**config.mk**
```make
export PLATFORM = sky130hd
export DESIGN_NAME = hppcr_regs
export DESIGN_NICKNAME = d
export VERILOG_FILES = /design/src/design/hppcr_pkg.sv /design/src/design/hppcr_regs.sv /design/src/design/hppcr_reg_store.sv
export SDC_FILE = /design/constraint.sdc
export NUM_CORES = 1
export LEC_CHECK = 0
export ABC_CLOCK_PERIOD_IN_PS = 4500
export BUFFER_PORTS_ARGS = -buffer_cell sky130_fd_sc_hd__buf_2
export CORE_MARGIN = 3
export CORE_UTILIZATION = 45
export DETAILED_ROUTE_END_ITERATION = 10
export MAX_ROUTING_LAYER = met4
export PLACE_DENSITY = 0.69
export SYNTH_ARGS = -nofsm -noshare
export SYNTH_HDL_FRONTEND = slang
export SYNTH_HIERARCHICAL = 1
export SYNTH_SLANG_ARGS = --single-unit
```
**constraint.sdc**
```tcl
create_clock -name CLK_SYS_I -period 4.5 [get_ports CLK_SYS_I]
set_clock_uncertainty 0.1 [all_clocks]
set_input_delay 0.225 -clock CLK_SYS_I [delete_from_list [all_inputs] [get_ports CLK_SYS_I]]
set_output_delay 0.225 -clock CLK_SYS_I [all_outputs]
set_load 0.01 [all_outputs]
```
**src/design/hppcr_pkg.sv**
```systemverilog
package hppcr_pkg;

    // Register port widths
    localparam int ADDR_W = 8;
    localparam int DATA_W = 8;
    localparam int NUM_REGS = 5;

    // Register offsets
    localparam logic [7:0] OFS_PWR_SPEED = 8'h07;
    localparam logic [7:0] OFS_DYN_TIMER = 8'h08;
    localparam logic [7:0] OFS_FIXED_MASK = 8'h09;
    localparam logic [7:0] OFS_OFF_SELF = 8'h0A;
    localparam logic [7:0] OFS_OFF_BUS = 8'h0B;

    // Range covered by the configuration write lock
    localparam logic [7:0] OFS_LOCK_FIRST = 8'h01;
    localparam logic [7:0] OFS_LOCK_LAST = 8'h10;

    // Store slot of each register
    localparam logic [2:0] IDX_PWR_SPEED = 3'h0;
    localparam logic [2:0] IDX_DYN_TIMER = 3'h1;
    localparam logic [2:0] IDX_FIXED_MASK = 3'h2;
    localparam logic [2:0] IDX_OFF_SELF = 3'h3;
    localparam logic [2:0] IDX_OFF_BUS = 3'h4;

    // Reset value of every register
    localparam logic [7:0] RST_VAL = 8'h00;

    // Writable bits, reserved bits stay zero
    localparam logic [7:0] WMASK [NUM_REGS] =
        '{8'hAE, 8'hB8, 8'h06, 8'h06, 8'h06};

    // Field positions
    localparam int BIT_PWR_SRC = 7;
    localparam int BIT_FS_ONLY = 5;
    localparam int BIT_EOP_SUP = 3;
    localparam int BIT_OC_MODE_HI = 2;
    localparam int BIT_OC_MODE_LO = 1;
    localparam int BIT_DYNAMIC = 7;
    localparam int BIT_OCD_HI = 5;
    localparam int BIT_OCD_LO = 4;
    localparam int BIT_COMPOUND = 3;
    localparam int BIT_PORT2 = 2;
    localparam int BIT_PORT1 = 1;

    // Over-current sense encodings
    localparam logic [1:0] OC_GANGED = 2'h0;
    localparam logic [1:0] OC_RSVD = 2'h1;

    // Over-current delay times and clock
    localparam int CLK_PERIOD_NS = 10;
    localparam int OC_DELAY0_NS = 100000;
    localparam int OC_DELAY1_NS = 2000000;
    localparam int OC_DELAY2_NS = 4000000;
    localparam int OC_DELAY3_NS = 6000000;
    localparam int OC_DELAY0_CYC = OC_DELAY0_NS / CLK_PERIOD_NS;
    localparam int OC_DELAY1_CYC = OC_DELAY1_NS / CLK_PERIOD_NS;
    localparam int OC_DELAY2_CYC = OC_DELAY2_NS / CLK_PERIOD_NS;
    localparam int OC_DELAY3_CYC = OC_DELAY3_NS / CLK_PERIOD_NS;
    localparam int OC_CNT_W = 20;

    // Attach sequence states; bit 0 is attach, bit 1 is power-down
    typedef enum logic [1:0] {
        ATT_IDLE = 2'b00,
        ATT_WAIT_ACK = 2'b01,
        ATT_DOWN = 2'b11
    } hppcr_attach_e;

    // Port pair of a port mask byte
    function automatic logic [1:0] port_bits(input logic [7:0] b);
        return {b[BIT_PORT2], b[BIT_PORT1]};
    endfunction

endpackage

```
**src/design/hppcr_regs.sv**
```systemverilog
`timescale 1ns/1ps
module hppcr_regs
    import hppcr_pkg::*;
#(
    parameter int OC_D0_CYC = OC_DELAY0_CYC,
    parameter int OC_D1_CYC = OC_DELAY1_CYC,
    parameter int OC_D2_CYC = OC_DELAY2_CYC,
    parameter int OC_D3_CYC = OC_DELAY3_CYC
)
(
    input wire logic CLK_SYS_I,
    input wire logic RST_N_I,
    input wire logic [ADDR_W-1:0] REG_ADDR_I,
    input wire logic [DATA_W-1:0] REG_WDATA_I,
    input wire logic REG_WR_I,
    input wire logic REG_RD_I,
    input wire logic LOCAL_POWER_SENSE_I,
    input wire logic WRITE_LOCK_SET_I,
    input wire logic ATTACH_SET_I,
    input wire logic ACK_DONE_I,
    output logic [DATA_W-1:0] REG_RDATA_O,
    output logic WRITE_REJECT_O,
    output logic CONFIG_WRITE_LOCK_O,
    output logic SELF_POWERED_O,
    output logic DYNAMIC_SWITCH_O,
    output logic FULL_SPEED_ONLY_O,
    output logic FRAME_END_PACKET_SUPPRESS_O,
    output logic OC_SENSE_GANGED_O,
    output logic OC_SENSE_NONE_O,
    output logic [OC_CNT_W-1:0] OC_DELAY_CYCLES_O,
    output logic COMPOUND_DEVICE_O,
    output logic [1:0] FIXED_DEVICE_MASK_O,
    output logic [1:0] PORT_OFF_O,
    output logic HUB_ATTACH_O,
    output logic SLAVE_POWER_DOWN_O
);

    // Delay counts must be nonzero and fit the output
    if (OC_D0_CYC < 1 || OC_D1_CYC < 1 || OC_D2_CYC < 1 || OC_D3_CYC < 1)
    begin : g_chk_min
        $error("over-current delay counts must be at least one");
    end
    if (OC_D3_CYC >= 2**OC_CNT_W || OC_D2_CYC >= 2**OC_CNT_W ||
        OC_D1_CYC >= 2**OC_CNT_W || OC_D0_CYC >= 2**OC_CNT_W)
    begin : g_chk_max
        $error("over-current delay counts exceed the output width");
    end

    logic [NUM_REGS-1:0][DATA_W-1:0] regs;
    logic [DATA_W-1:0] b_pwr;
    logic [DATA_W-1:0] b_dyn;
    logic lock_ff, nxt_lock;
    logic reject_ff, nxt_reject;
    hppcr_attach_e att_ff, nxt_att;
    logic in_lock_range;
    logic wr_ok;
    logic rd_ok;
    logic eff_self;
    logic [OC_CNT_W-1:0] oc_cnt;
    logic [OC_CNT_W-1:0] ocd_ff;
    logic self_ff, dyn_ff, fs_ff, eop_ff, gang_ff, none_ff, cmp_ff;
    logic [1:0] fix_ff, off_ff;

    assign b_pwr = regs[IDX_PWR_SPEED];
    assign b_dyn = regs[IDX_DYN_TIMER];

    // Access gating by lock and slave power state
    always_comb
    begin
        in_lock_range = (REG_ADDR_I >= OFS_LOCK_FIRST) &&
                        (REG_ADDR_I <= OFS_LOCK_LAST);
        wr_ok = REG_WR_I && !(lock_ff && in_lock_range) &&
                (att_ff != ATT_DOWN);
        rd_ok = REG_RD_I && (att_ff != ATT_DOWN);
    end

    hppcr_reg_store u_store (
        .clk_i(CLK_SYS_I),
        .rst_n_i(RST_N_I),
        .addr_i(REG_ADDR_I),
        .wdata_i(REG_WDATA_I),
        .wr_i(wr_ok),
        .rd_i(rd_ok),
        .rdata_o(REG_RDATA_O),
        .regs_o(regs)
    );

    // Lock, refusal flag and attach sequence
    always_comb
    begin
        nxt_lock = lock_ff | WRITE_LOCK_SET_I;
        nxt_reject = REG_WR_I && !wr_ok;
        nxt_att = att_ff;
        case (att_ff)
            ATT_IDLE:
                if (ATTACH_SET_I)
                begin
                    nxt_att = ATT_WAIT_ACK;
                end
            ATT_WAIT_ACK:
                if (ACK_DONE_I)
                begin
                    nxt_att = ATT_DOWN;
                end
            ATT_DOWN:
                nxt_att = ATT_DOWN;
            default:
                nxt_att = ATT_IDLE;
        endcase
    end

    always_ff @(posedge CLK_SYS_I or negedge RST_N_I)
    begin
        if (!RST_N_I)
        begin
            lock_ff <= 1'b0;
            reject_ff <= 1'b0;
            att_ff <= ATT_IDLE;
        end
        else
        begin
            lock_ff <= nxt_lock;
            reject_ff <= nxt_reject;
            att_ff <= nxt_att;
        end
    end

    // Effective power source and delay decode
    always_comb
    begin
        if (b_dyn[BIT_DYNAMIC])
        begin
            eff_self = LOCAL_POWER_SENSE_I;
        end
        else
        begin
            eff_self = b_pwr[BIT_PWR_SRC];
        end
        case (b_dyn[BIT_OCD_HI:BIT_OCD_LO])
            2'h0: oc_cnt = OC_CNT_W'(OC_D0_CYC);
            2'h1: oc_cnt = OC_CNT_W'(OC_D1_CYC);
            2'h2: oc_cnt = OC_CNT_W'(OC_D2_CYC);
            2'h3: oc_cnt = OC_CNT_W'(OC_D3_CYC);
            default: oc_cnt = OC_CNT_W'(OC_D0_CYC);
        endcase
    end

    // Registered configuration outputs
    always_ff @(posedge CLK_SYS_I or negedge RST_N_I)
    begin
        if (!RST_N_I)
        begin
            self_ff <= 1'b0;
            dyn_ff <= 1'b0;
            fs_ff <= 1'b0;
            eop_ff <= 1'b0;
            gang_ff <= 1'b1;
            none_ff <= 1'b0;
            ocd_ff <= OC_CNT_W'(OC_D0_CYC);
            cmp_ff <= 1'b0;
            fix_ff <= 2'h0;
            off_ff <= 2'h0;
        end
        else
        begin
            self_ff <= eff_self;
            dyn_ff <= b_dyn[BIT_DYNAMIC];
            fs_ff <= b_pwr[BIT_FS_ONLY];
            eop_ff <= b_pwr[BIT_EOP_SUP];
            gang_ff <= (b_pwr[BIT_OC_MODE_HI:BIT_OC_MODE_LO] ==
                        OC_GANGED);
            none_ff <= b_pwr[BIT_OC_MODE_HI];
            ocd_ff <= oc_cnt;
            cmp_ff <= b_dyn[BIT_COMPOUND];
            fix_ff <= port_bits(regs[IDX_FIXED_MASK]);
            off_ff <= eff_self ? port_bits(regs[IDX_OFF_SELF]) :
                      port_bits(regs[IDX_OFF_BUS]);
        end
    end

    assign SELF_POWERED_O = self_ff;
    assign DYNAMIC_SWITCH_O = dyn_ff;
    assign FULL_SPEED_ONLY_O = fs_ff;
    assign FRAME_END_PACKET_SUPPRESS_O = eop_ff;
    assign OC_SENSE_GANGED_O = gang_ff;
    assign OC_SENSE_NONE_O = none_ff;
    assign OC_DELAY_CYCLES_O = ocd_ff;
    assign COMPOUND_DEVICE_O = cmp_ff;
    assign FIXED_DEVICE_MASK_O = fix_ff;
    assign PORT_OFF_O = off_ff;
    assign CONFIG_WRITE_LOCK_O = lock_ff;
    assign WRITE_REJECT_O = reject_ff;
    assign HUB_ATTACH_O = att_ff[0];
    assign SLAVE_POWER_DOWN_O = att_ff[1];

    // Checks on the configuration behaviour
    logic seen_clk_ff;
    always_ff @(posedge CLK_SYS_I or negedge RST_N_I)
    begin
        if (!RST_N_I)
        begin
            seen_clk_ff <= 1'b0;
        end
        else
        begin
            seen_clk_ff <= 1'b1;
        end
    end
endmodule // hppcr_regs

```
**src/design/hppcr_reg_store.sv**
```systemverilog
`timescale 1ns/1ps
module hppcr_reg_store
    import hppcr_pkg::*;
(
    input wire logic clk_i,
    input wire logic rst_n_i,
    input wire logic [ADDR_W-1:0] addr_i,
    input wire logic [DATA_W-1:0] wdata_i,
    input wire logic wr_i,
    input wire logic rd_i,
    output logic [DATA_W-1:0] rdata_o,
    output logic [NUM_REGS-1:0][DATA_W-1:0] regs_o
);

    logic [DATA_W-1:0] mem_ff [NUM_REGS];
    logic [DATA_W-1:0] nxt_mem [NUM_REGS];
    logic [DATA_W-1:0] rdata_ff;
    logic [DATA_W-1:0] nxt_rdata;
    logic hit;
    logic [2:0] idx;

    // Slot decode of an address
    function automatic logic [2:0] reg_idx(input logic [7:0] a);
        return 3'(a - OFS_PWR_SPEED);
    endfunction

    assign hit = (addr_i >= OFS_PWR_SPEED) && (addr_i <= OFS_OFF_BUS);
    assign idx = reg_idx(addr_i);

    // Next contents and read data
    always_comb
    begin
        nxt_mem = mem_ff;
        nxt_rdata = rdata_ff;
        if (wr_i && hit)
        begin
            nxt_mem[idx] = wdata_i & WMASK[idx];
        end
        if (rd_i)
        begin
            nxt_rdata = hit ? mem_ff[idx] : RST_VAL;
        end
    end

    // Storage, all zero after reset
    always_ff @(posedge clk_i or negedge rst_n_i)
    begin
        if (!rst_n_i)
        begin
            for (int i = 0; i < NUM_REGS; i++)
            begin
                mem_ff[i] <= RST_VAL;
            end
            rdata_ff <= RST_VAL;
        end
        else
        begin
            mem_ff <= nxt_mem;
            rdata_ff <= nxt_rdata;
        end
    end

    // Contents seen by the hub logic
    always_comb
    begin
        for (int i = 0; i < NUM_REGS; i++)
        begin
            regs_o[i] = mem_ff[i];
        end
    end

    assign rdata_o = rdata_ff;

endmodule // hppcr_reg_store

```
==> results.json, run 1 <==
{
  "cp.buffers_inverters": 2,
  "min_path_type": "input pin to register",
  "crit_type": "input pin to register",
  "vdd_drop_max_mv": 0.229,
  "crit_slowest_cell": "ha_1",
  "core_mm2": 0.00568,
  "drc": 0,
  "p_per_area_mw_per_mm2": 374,
  "n_fill_cell": 488,
  "maxCapViolCount": 0,
  "vias_per_cell": 4.96,
  "cts_sinks": 60,
  "cts_tree": "done",
  "ys_warn_count": 6,
  "drive_gt1_share_pct": 39.2,
  "drt-wirelength-per-cell_um": 14.5,
  "period_share_pct": 56.3,
  "place.gp.congestion": 0.775,
  "fp.dieH_um": 83.9,
  "hpwl_um": 3470,
  "finalSetupViolations": 0,
  "syn_avg_cell_area_um2": 12.9,
  "grt_max_degree": 61,
  "finalMaxSlewViolations": 0,
  "crit_chain": "buf_2 > clkinv_1 > ha_1 > and2_4 > and4_1 > mux2_2",
  "timing.critical_path.from_type": "input pin",
  "leakage_uw": 0.00167,
  "cts.hold.buffers_added": 4,
  "overflow": 0,
  "dr.first_iter.drc_count": 77,
  "cpPeakStageDelay_ns": 0.61,
  "critPathMaxFanout": 19,
  "worst_pin_slew_ns": 0.847,
  "die_area_mm2": 0.00704,
  "arrival_ns": 2.66,
  "drt-total-wl_um": 5010,
  "total_power_uw": 1210,
  "cpLargestDelayFamily": "buffers and inverters",
  "syn2layout_area_growth_pct": 18.9,
  "io_pins": 67,
  "postCtsSetupBuffers": 0,
  "cts_buffer_depth": 2,
  "postSynthCellCount": 212,
  "die_width_um": 83.9,
  "grt_pass1_wl_um": 8430,
  "syn_area_mm2": 0.00273,
  "ant_nets": 0,
  "multi_input_area_mm2": 0.00105,
  "n_antenna_cell": 0,
  "antenna_found_initial": 0,
  "grt_pass1_vias": 1731,
  "hold_viol": 0,
  "rsz0062_at_grt": "no",
  "worstPathRequired_ns": 4.62,
  "initial_core_util_pct": 48.1,
  "tns_ns": 0,
  "rows": 27,
  "maxSlewHeadroom_pct": 43.3,
  "htreeDepth": 3,
  "dr.pass1.iters": 6,
  "cts_resized": 0,
  "fin_nets": 301,
  "seq_area_mm2": 0.00151,
  "status": "finished clean",
  "track_usage_pct": 16.0,
  "period_needed_ns": 2.53,
  "root_buffer": "clkbuf_8",
  "clkTransAtPathRegs_ns": 0.07,
  "clk_latency_ns": 0.33,
  "via_count": 1711,
  "cp-end-kind": "register",
  "fmax_mhz": 395,
  "numCtsBuffers": 9,
  "port_buffers": 55
}
## per-stage QoR
stage	instances	hold slack (ns)	cell area, µm²	util (%)	worst slack, ns
after floorplan	219	-0.171	2760	-	2.30
after global placement	325	0.281	2970	52.4	1.62
after detailed placement	325	0.290	2970	52.4	1.61
after CTS	345	0.0201	3250	57.3	1.96
after global routing	345	0.0124	3250	57.3	1.81
final	345	0.0316	3250	57.3	1.97
## cells in the final DEF (no fill, tap or decap), drive strengths merged, types with 3 or more instances in the layout
cell type,count
nor2b,7
a21oi,13
mux2,23
conb,9
dfrtp,55
dfstp,5
mux2i,7
buf,56
inv,9
and2,6
nand4,3
nand3,10
nor2,6
a32o,5
ha,9
o211ai,5
dlygate4sd3,4
clkbuf,13
## path summary, 6_finish.rpt
| check | to | cells past startpoint | from | slack [ns] |
|---|---|---|---|---|
| min in group asynchronous | OC_DELAY_CYCLES_O[18] | 3 | RST_N_I | 0.47 |
| setup reg to reg | u_store/regs_o[25] | 5 | att_ff[0] | 2.31 |
| hold reg to reg | FULL_SPEED_ONLY_O | 0 | u_store/regs_o[5] | 0.31 |
| hold / removal | u_store/regs_o[5] | 2 | REG_WDATA_I[5] | 0.03 |
| setup / recovery | u_store/regs_o[25] | 6 | REG_ADDR_I[0] | 1.97 |
| max in group asynchronous | u_store/regs_o[35] | 3 | RST_N_I | 3.34 |
## cell type report
class                      count  area share (%)
timing repair buffer          60            9.93
tap                           72            2.77
clock buffer                  13            5.20
inverter                      10            1.16
sequential                    60            46.4
multi-input combinational    127            32.5
clock inverter                 3            2.08
## state kept, by name, indices dropped and copies added, names as in the netlist
register and cells:
OC_SENSE_NONE_O 1, OC_DELAY_CYCLES_O 9, u_store/rdata_o 6, att_ff 2, COMPOUND_DEVICE_O 1, WRITE_REJECT_O 1, SELF_POWERED_O 1, FIXED_DEVICE_MASK_O 2
FULL_SPEED_ONLY_O 1, u_store/regs_o 30, PORT_OFF_O 2, CONFIG_WRITE_LOCK_O 1, DYNAMIC_SWITCH_O 1, FRAME_END_PACKET_SUPPRESS_O 1, OC_SENSE_GANGED_O 1
## report_power, final
| group | internal, µW | switching [µW] |
|---|---|---|
| clock | 357 | 204 |
| sequential | 550 | 5.43 |
| combinational | 35.6 | 62.7 |
| total | 943 | 272 |
## metal layers
layer	share of wire [%]	global-route usage, %	up-vias
met4	1.3	6.14	0
met2	46	23.2	58
met1	47	20.5	811
met3	5.5	6.02	5
li1	-	-	837
met5	0	-	-
No activity file was read; power rests on OpenSTA's default activity.
==> run 2: changes to the inputs <==
Settings changed: ABC_CLOCK_PERIOD_IN_PS 4500 to 2100, PLACE_DENSITY 0.69 to 0.72.
Clock period 4.5 ns to 2.1 ns, I/O delays scaled along.
==> results.json, run 2 (synthesis results as in run 1) <==
{
  "largest_register_ffs": 30,
  "drt-wirelength-per-cell_um": 14.8,
  "rr_endpoint": "u_store/regs_o[33]",
  "total_power_uw": 2390,
  "syn2layout_area_growth_pct": 21.7,
  "critPathMaxFanout": 6,
  "rr_startpoint": "CONFIG_WRITE_LOCK_O",
  "cp-end-kind": "register",
  "r2r_cells": 5,
  "grt_pass1_vias": 1823,
  "postCtsSetupBuffers": 0,
  "cts_sinks": 60,
  "finalSetupViolations": 0,
  "vias_per_cell": 5.04,
  "fp.dieH_um": 83.9,
  "antenna_found_initial": 0,
  "p_per_area_mw_per_mm2": 719,
  "timing.critical_path.from_type": "register",
  "dr.first_iter.drc_count": 90,
  "finalMaxSlewViolations": 0,
  "maxCapViolCount": 0,
  "cts_tree": "done",
  "vdd_drop_max_mv": 0.388,
  "clk_latency_ns": 0.35,
  "cts_buffer_depth": 2,
  "overflow": 0,
  "n_antenna_cell": 0,
  "htreeDepth": 3,
  "hpwl_um": 3720,
  "worstPathRequired_ns": 2.23,
  "core_mm2": 0.00568,
  "grt_pass1_wl_um": 8800,
  "port_buffers": 55,
  "numCtsBuffers": 9,
  "min_path_cells": 3,
  "track_usage_pct": 16.7,
  "die_width_um": 83.9,
  "ant_nets": 0,
  "drive_gt1_share_pct": 41.0,
  "period_needed_ns": 1.87,
  "clkTransAtPathRegs_ns": 0.07,
  "worst_hold_slack_ns": -0.00213,
  "tns_ns": 0,
  "worstHoldStart": "REG_RD_I",
  "arrival_ns": 2.00,
  "crit_type": "register to register",
  "r2r_slack_ns": 0.23,
  "die_area_mm2": 0.00704,
  "drc": 0,
  "hold_viol": 1,
  "fin_nets": 316,
  "dr.pass1.iters": 5,
  "min_path_type": "input pin to register",
  "drt-total-wl_um": 5320,
  "rsz0062_at_grt": "no",
  "maxSlewHeadroom_pct": 51.0,
  "finalWorstSetupSlack_ns": 0.231,
  "cts.hold.buffers_added": 9,
  "fmax_mhz": 535,
  "root_buffer": "clkbuf_8",
  "status": "finished with violations",
  "whs_endpoint": "u_store/rdata_o[5]",
  "grt_max_degree": 61,
  "initial_core_util_pct": 48.1,
  "io_pins": 67,
  "cts_resized": 0,
  "rows": 27,
  "final_cell_mix": "dfrtp_1 (55), buf_2 (55), mux2_2 (18)",
  "leakage_uw": 0.00172,
  "via_count": 1816,
  "place.gp.congestion": 0.799,
  "pre_cts_ws_ns": 0.155,
  "violations": "negative hold slack",
  "worst_pin_slew_ns": 0.735,
  "period_share_pct": 89.0
}
-- run 2: changes by cell type in the layout (fill, tap and decap cells not counted) --
cell,delta
buf_4,+10
dlygate4sd3_1,+5
clkinv_2,+3
bufinv_16,-2
clkbuf_1,-1
-- run 2: how the worst max path moves through the flow --
stage	from	endpoint	slack (ns)	cells after the start
2_1_floorplan	REG_ADDR_I[0]	u_store/regs_o[10]	0.02	7
3_3_place_gp	REG_ADDR_I[0]	u_store/regs_o[18]	0.18	6
3_5_place_dp	REG_ADDR_I[0]	u_store/regs_o[17]	0.16	6
4_1_cts	CONFIG_WRITE_LOCK_O	u_store/regs_o[33]	0.26	5
5_1_grt	CONFIG_WRITE_LOCK_O	u_store/regs_o[34]	0.17	5
6_report	CONFIG_WRITE_LOCK_O	u_store/regs_o[33]	0.23	5
-- run 2: through the flow --
step                      util, %  hold WS (ns)  area [µm²]  instances
final                        58.6      -0.00213        3330        360
after global routing         58.6        0.0539        3330        360
after CTS                    58.6      0.000541        3330        360
after detailed placement     53.7         0.199        3050        335
after global placement       53.7         0.193        3050        335
after floorplan                 -        -0.291        2760        219
-- run 2: metal layers --
metal	global-route usage, %	routed length, µm	up-vias
li1	-	-	861
met1	20.3	2340	879
met2	25.7	2520	60
met3	3.95	312	16
met4	8.92	146	0
met5	-	0	-
-- run 2: worst max-delay path: stages, from the launching register on --
cell and delay, ns:
dfrtp_1 0.36, nor4b_1 0.36, a21oi_1 0.21, buf_4 0.20, nand4_2 0.15, mux2_2 0.36
-- run 2: cell type report --
| cell class | count | area, µm² |
|---|---|---|
| fillers | 468 | 2350 |
| flip-flops and latches | 60 | 1510 |
| multi-input cells | 127 | 1050 |
| repair buffers | 75 | 448 |
| clock buffers | 12 | 165 |
| well taps | 72 | 90.1 |
| inverters | 10 | 37.5 |
| clock inverters | 4 | 22.5 |
-- run 2: report_power, final --
group          switching (µW)  total (µW)  internal [µW]  leakage [µW]
Combinational             140         234           94.1      0.000823
Clock                     452         969            518     0.0000982
Sequential               11.4        1190           1180      0.000803
==> run 3: changes to the inputs <==
Settings changed: ABC_CLOCK_PERIOD_IN_PS 2100 to 1730, CELL_PAD_IN_SITES_DETAIL_PLACEMENT set to 0, CELL_PAD_IN_SITES_GLOBAL_PLACEMENT set to 2, CORE_UTILIZATION 45 to 35, MAX_ROUTING_LAYER met4 to unset, PLACE_DENSITY 0.72 to unset, PLACE_DENSITY_LB_ADDON set to 0.1.
Clock period 2.1 ns to 1.73 ns, I/O delays scaled along.
==> results.json, run 3 (synthesis results as in run 1) <==
{
  "status": "finished clean",
  "critPathMaxFanout": 4,
  "n_antenna_cell": 0,
  "finalSetupViolations": 0,
  "period_share_pct": 94.0,
  "die_width_um": 94.4,
  "r2r_cells": 5,
  "maxSlewHeadroom_pct": 66.2,
  "via_count": 1870,
  "leakage_uw": 0.00184,
  "rsz0062_at_grt": "no",
  "core_mm2": 0.00741,
  "crit_type": "register to register",
  "dr.first_iter.drc_count": 67,
  "tns_ns": 0,
  "overflow": 0,
  "initial_core_util_pct": 36.9,
  "worst_pin_slew_ns": 0.506,
  "cts_tree": "done",
  "finalWorstSetupSlack_ns": 0.104,
  "period_needed_ns": 1.63,
  "pre_cts_ws_ns": -0.172,
  "io_pins": 67,
  "syn2layout_area_growth_pct": 31.5,
  "hold_viol": 0,
  "clkTransAtPathRegs_ns": 0.07,
  "numCtsBuffers": 9,
  "die_area_mm2": 0.00890,
  "vias_per_cell": 4.61,
  "fin_cells": 406,
  "antenna_found_initial": 0,
  "track_usage_pct": 15.1,
  "rr_startpoint": "att_ff[1]",
  "dr.pass1.iters": 4,
  "whs_endpoint": "u_store/rdata_o[5]",
  "fmax_mhz": 615,
  "grt_pass1_wl_um": 10000,
  "port_buffers": 55,
  "vdd_drop_max_mv": 0.295,
  "cts_sinks": 60,
  "min_path_type": "input pin to register",
  "clk_latency_ns": 0.33,
  "rows": 31,
  "cp-end-kind": "register",
  "drc": 0,
  "worstPathRequired_ns": 1.85,
  "hpwl_um": 4440,
  "drt-wirelength-per-cell_um": 15.0,
  "cts_buffer_depth": 2,
  "p_per_area_mw_per_mm2": 854,
  "finalMaxSlewViolations": 0,
  "maxCapViolCount": 0,
  "largest_register_ffs": 30,
  "ant_nets": 0,
  "fin_nets": 335,
  "final_cell_mix": "dfrtp_1 (55), buf_2 (55), buf_4 (28)",
  "fp.dieH_um": 94.4,
  "arrival_ns": 1.75,
  "grt_pass1_vias": 1925,
  "postCtsSetupBuffers": 0,
  "htreeDepth": 3,
  "startpoint": "att_ff[1]",
  "rr_endpoint": "u_store/regs_o[20]",
  "place.gp.congestion": 0.746,
  "r2r_slack_ns": 0.10,
  "worstHoldStart": "REG_RD_I",
  "grt_max_degree": 24,
  "min_path_cells": 3,
  "place_inst": 381,
  "timing.critical_path.from_type": "register",
  "drive_gt1_share_pct": 45.9,
  "drt-total-wl_um": 6090,
  "root_buffer": "clkbuf_8"
}
[run 3: cell types whose count changed in the layout (fill, tap and decap cells not counted), sizes merged]
| cell | before | now |
|---|---|---|
| clkinvlp | 1 | 0 |
| clkbuf | 12 | 14 |
| clkinv | 4 | 2 |
| bufinv | 0 | 1 |
| buf | 66 | 85 |
[run 3: critical path, stage by stage, from the launching register on]
cell and delay [ns]:
dfrtp_1 0.38, nand2_1 0.08, nand2_1 0.09, a21oi_4 0.14, and4_1 0.40, mux2_4 0.33
[run 3: per-layer routing]
metal / up-vias / track usage [%] / routed length [µm]
met5: - / 0 / 0
met4: 0 / 5.78 / 61
met1: 911 / 21.0 / 2960
met2: 57 / 22.0 / 2700
li1: 895 / - / -
met3: 7 / 4.78 / 363
[run 3: power breakdown]
group	leakage (µW)	internal, µW	total, µW	switching, µW
clock	0.000101	744	1270	522
combinational	0.000939	163	364	201
sequential	0.000803	1430	1440	11.9
total	0.00184	2340	3070	735
[run 3: worst max-delay path by stage]
stage / end / slack, ns
6_report: u_store/regs_o[20] / 0.10
5_1_grt: u_store/regs_o[20] / 0.02
3_3_place_gp: u_store/regs_o[25] / -0.15
3_5_place_dp: u_store/regs_o[18] / -0.17
2_1_floorplan: u_store/regs_o[17] / 0.01
4_1_cts: u_store/regs_o[26] / 0.08
[run 3: cell type report]
class	instances	area, µm²
tap	99	124
timing repair buffer	94	616
fill	706	3810
multi-input combinational	127	1110
inverter	10	42.5
sequential	60	1510
clock inverter	2	35.0
clock buffer	14	163
[run 3: what timing repair did]
| item | in CTS | in global routing |
|---|---|---|
| gates resized for setup | 0 | 1 |
| hold buffers | 9 | 0 |
| hold endpoints to repair | 57 | 0 |
| setup endpoints to repair | 0 | 1 |
[run 3: stage by stage]
stage	power, µW	hold WS (ns)	utilization (%)	instance area, µm²
global route	3230	0.0272	48.5	3590
detailed placement	1820	-0.0149	44.6	3310
CTS	3120	0.000284	48.5	3590
finish	3070	0.0158	48.5	3590
global placement	1820	-0.0232	44.6	3310
floorplan	1650	-0.309	-	2830
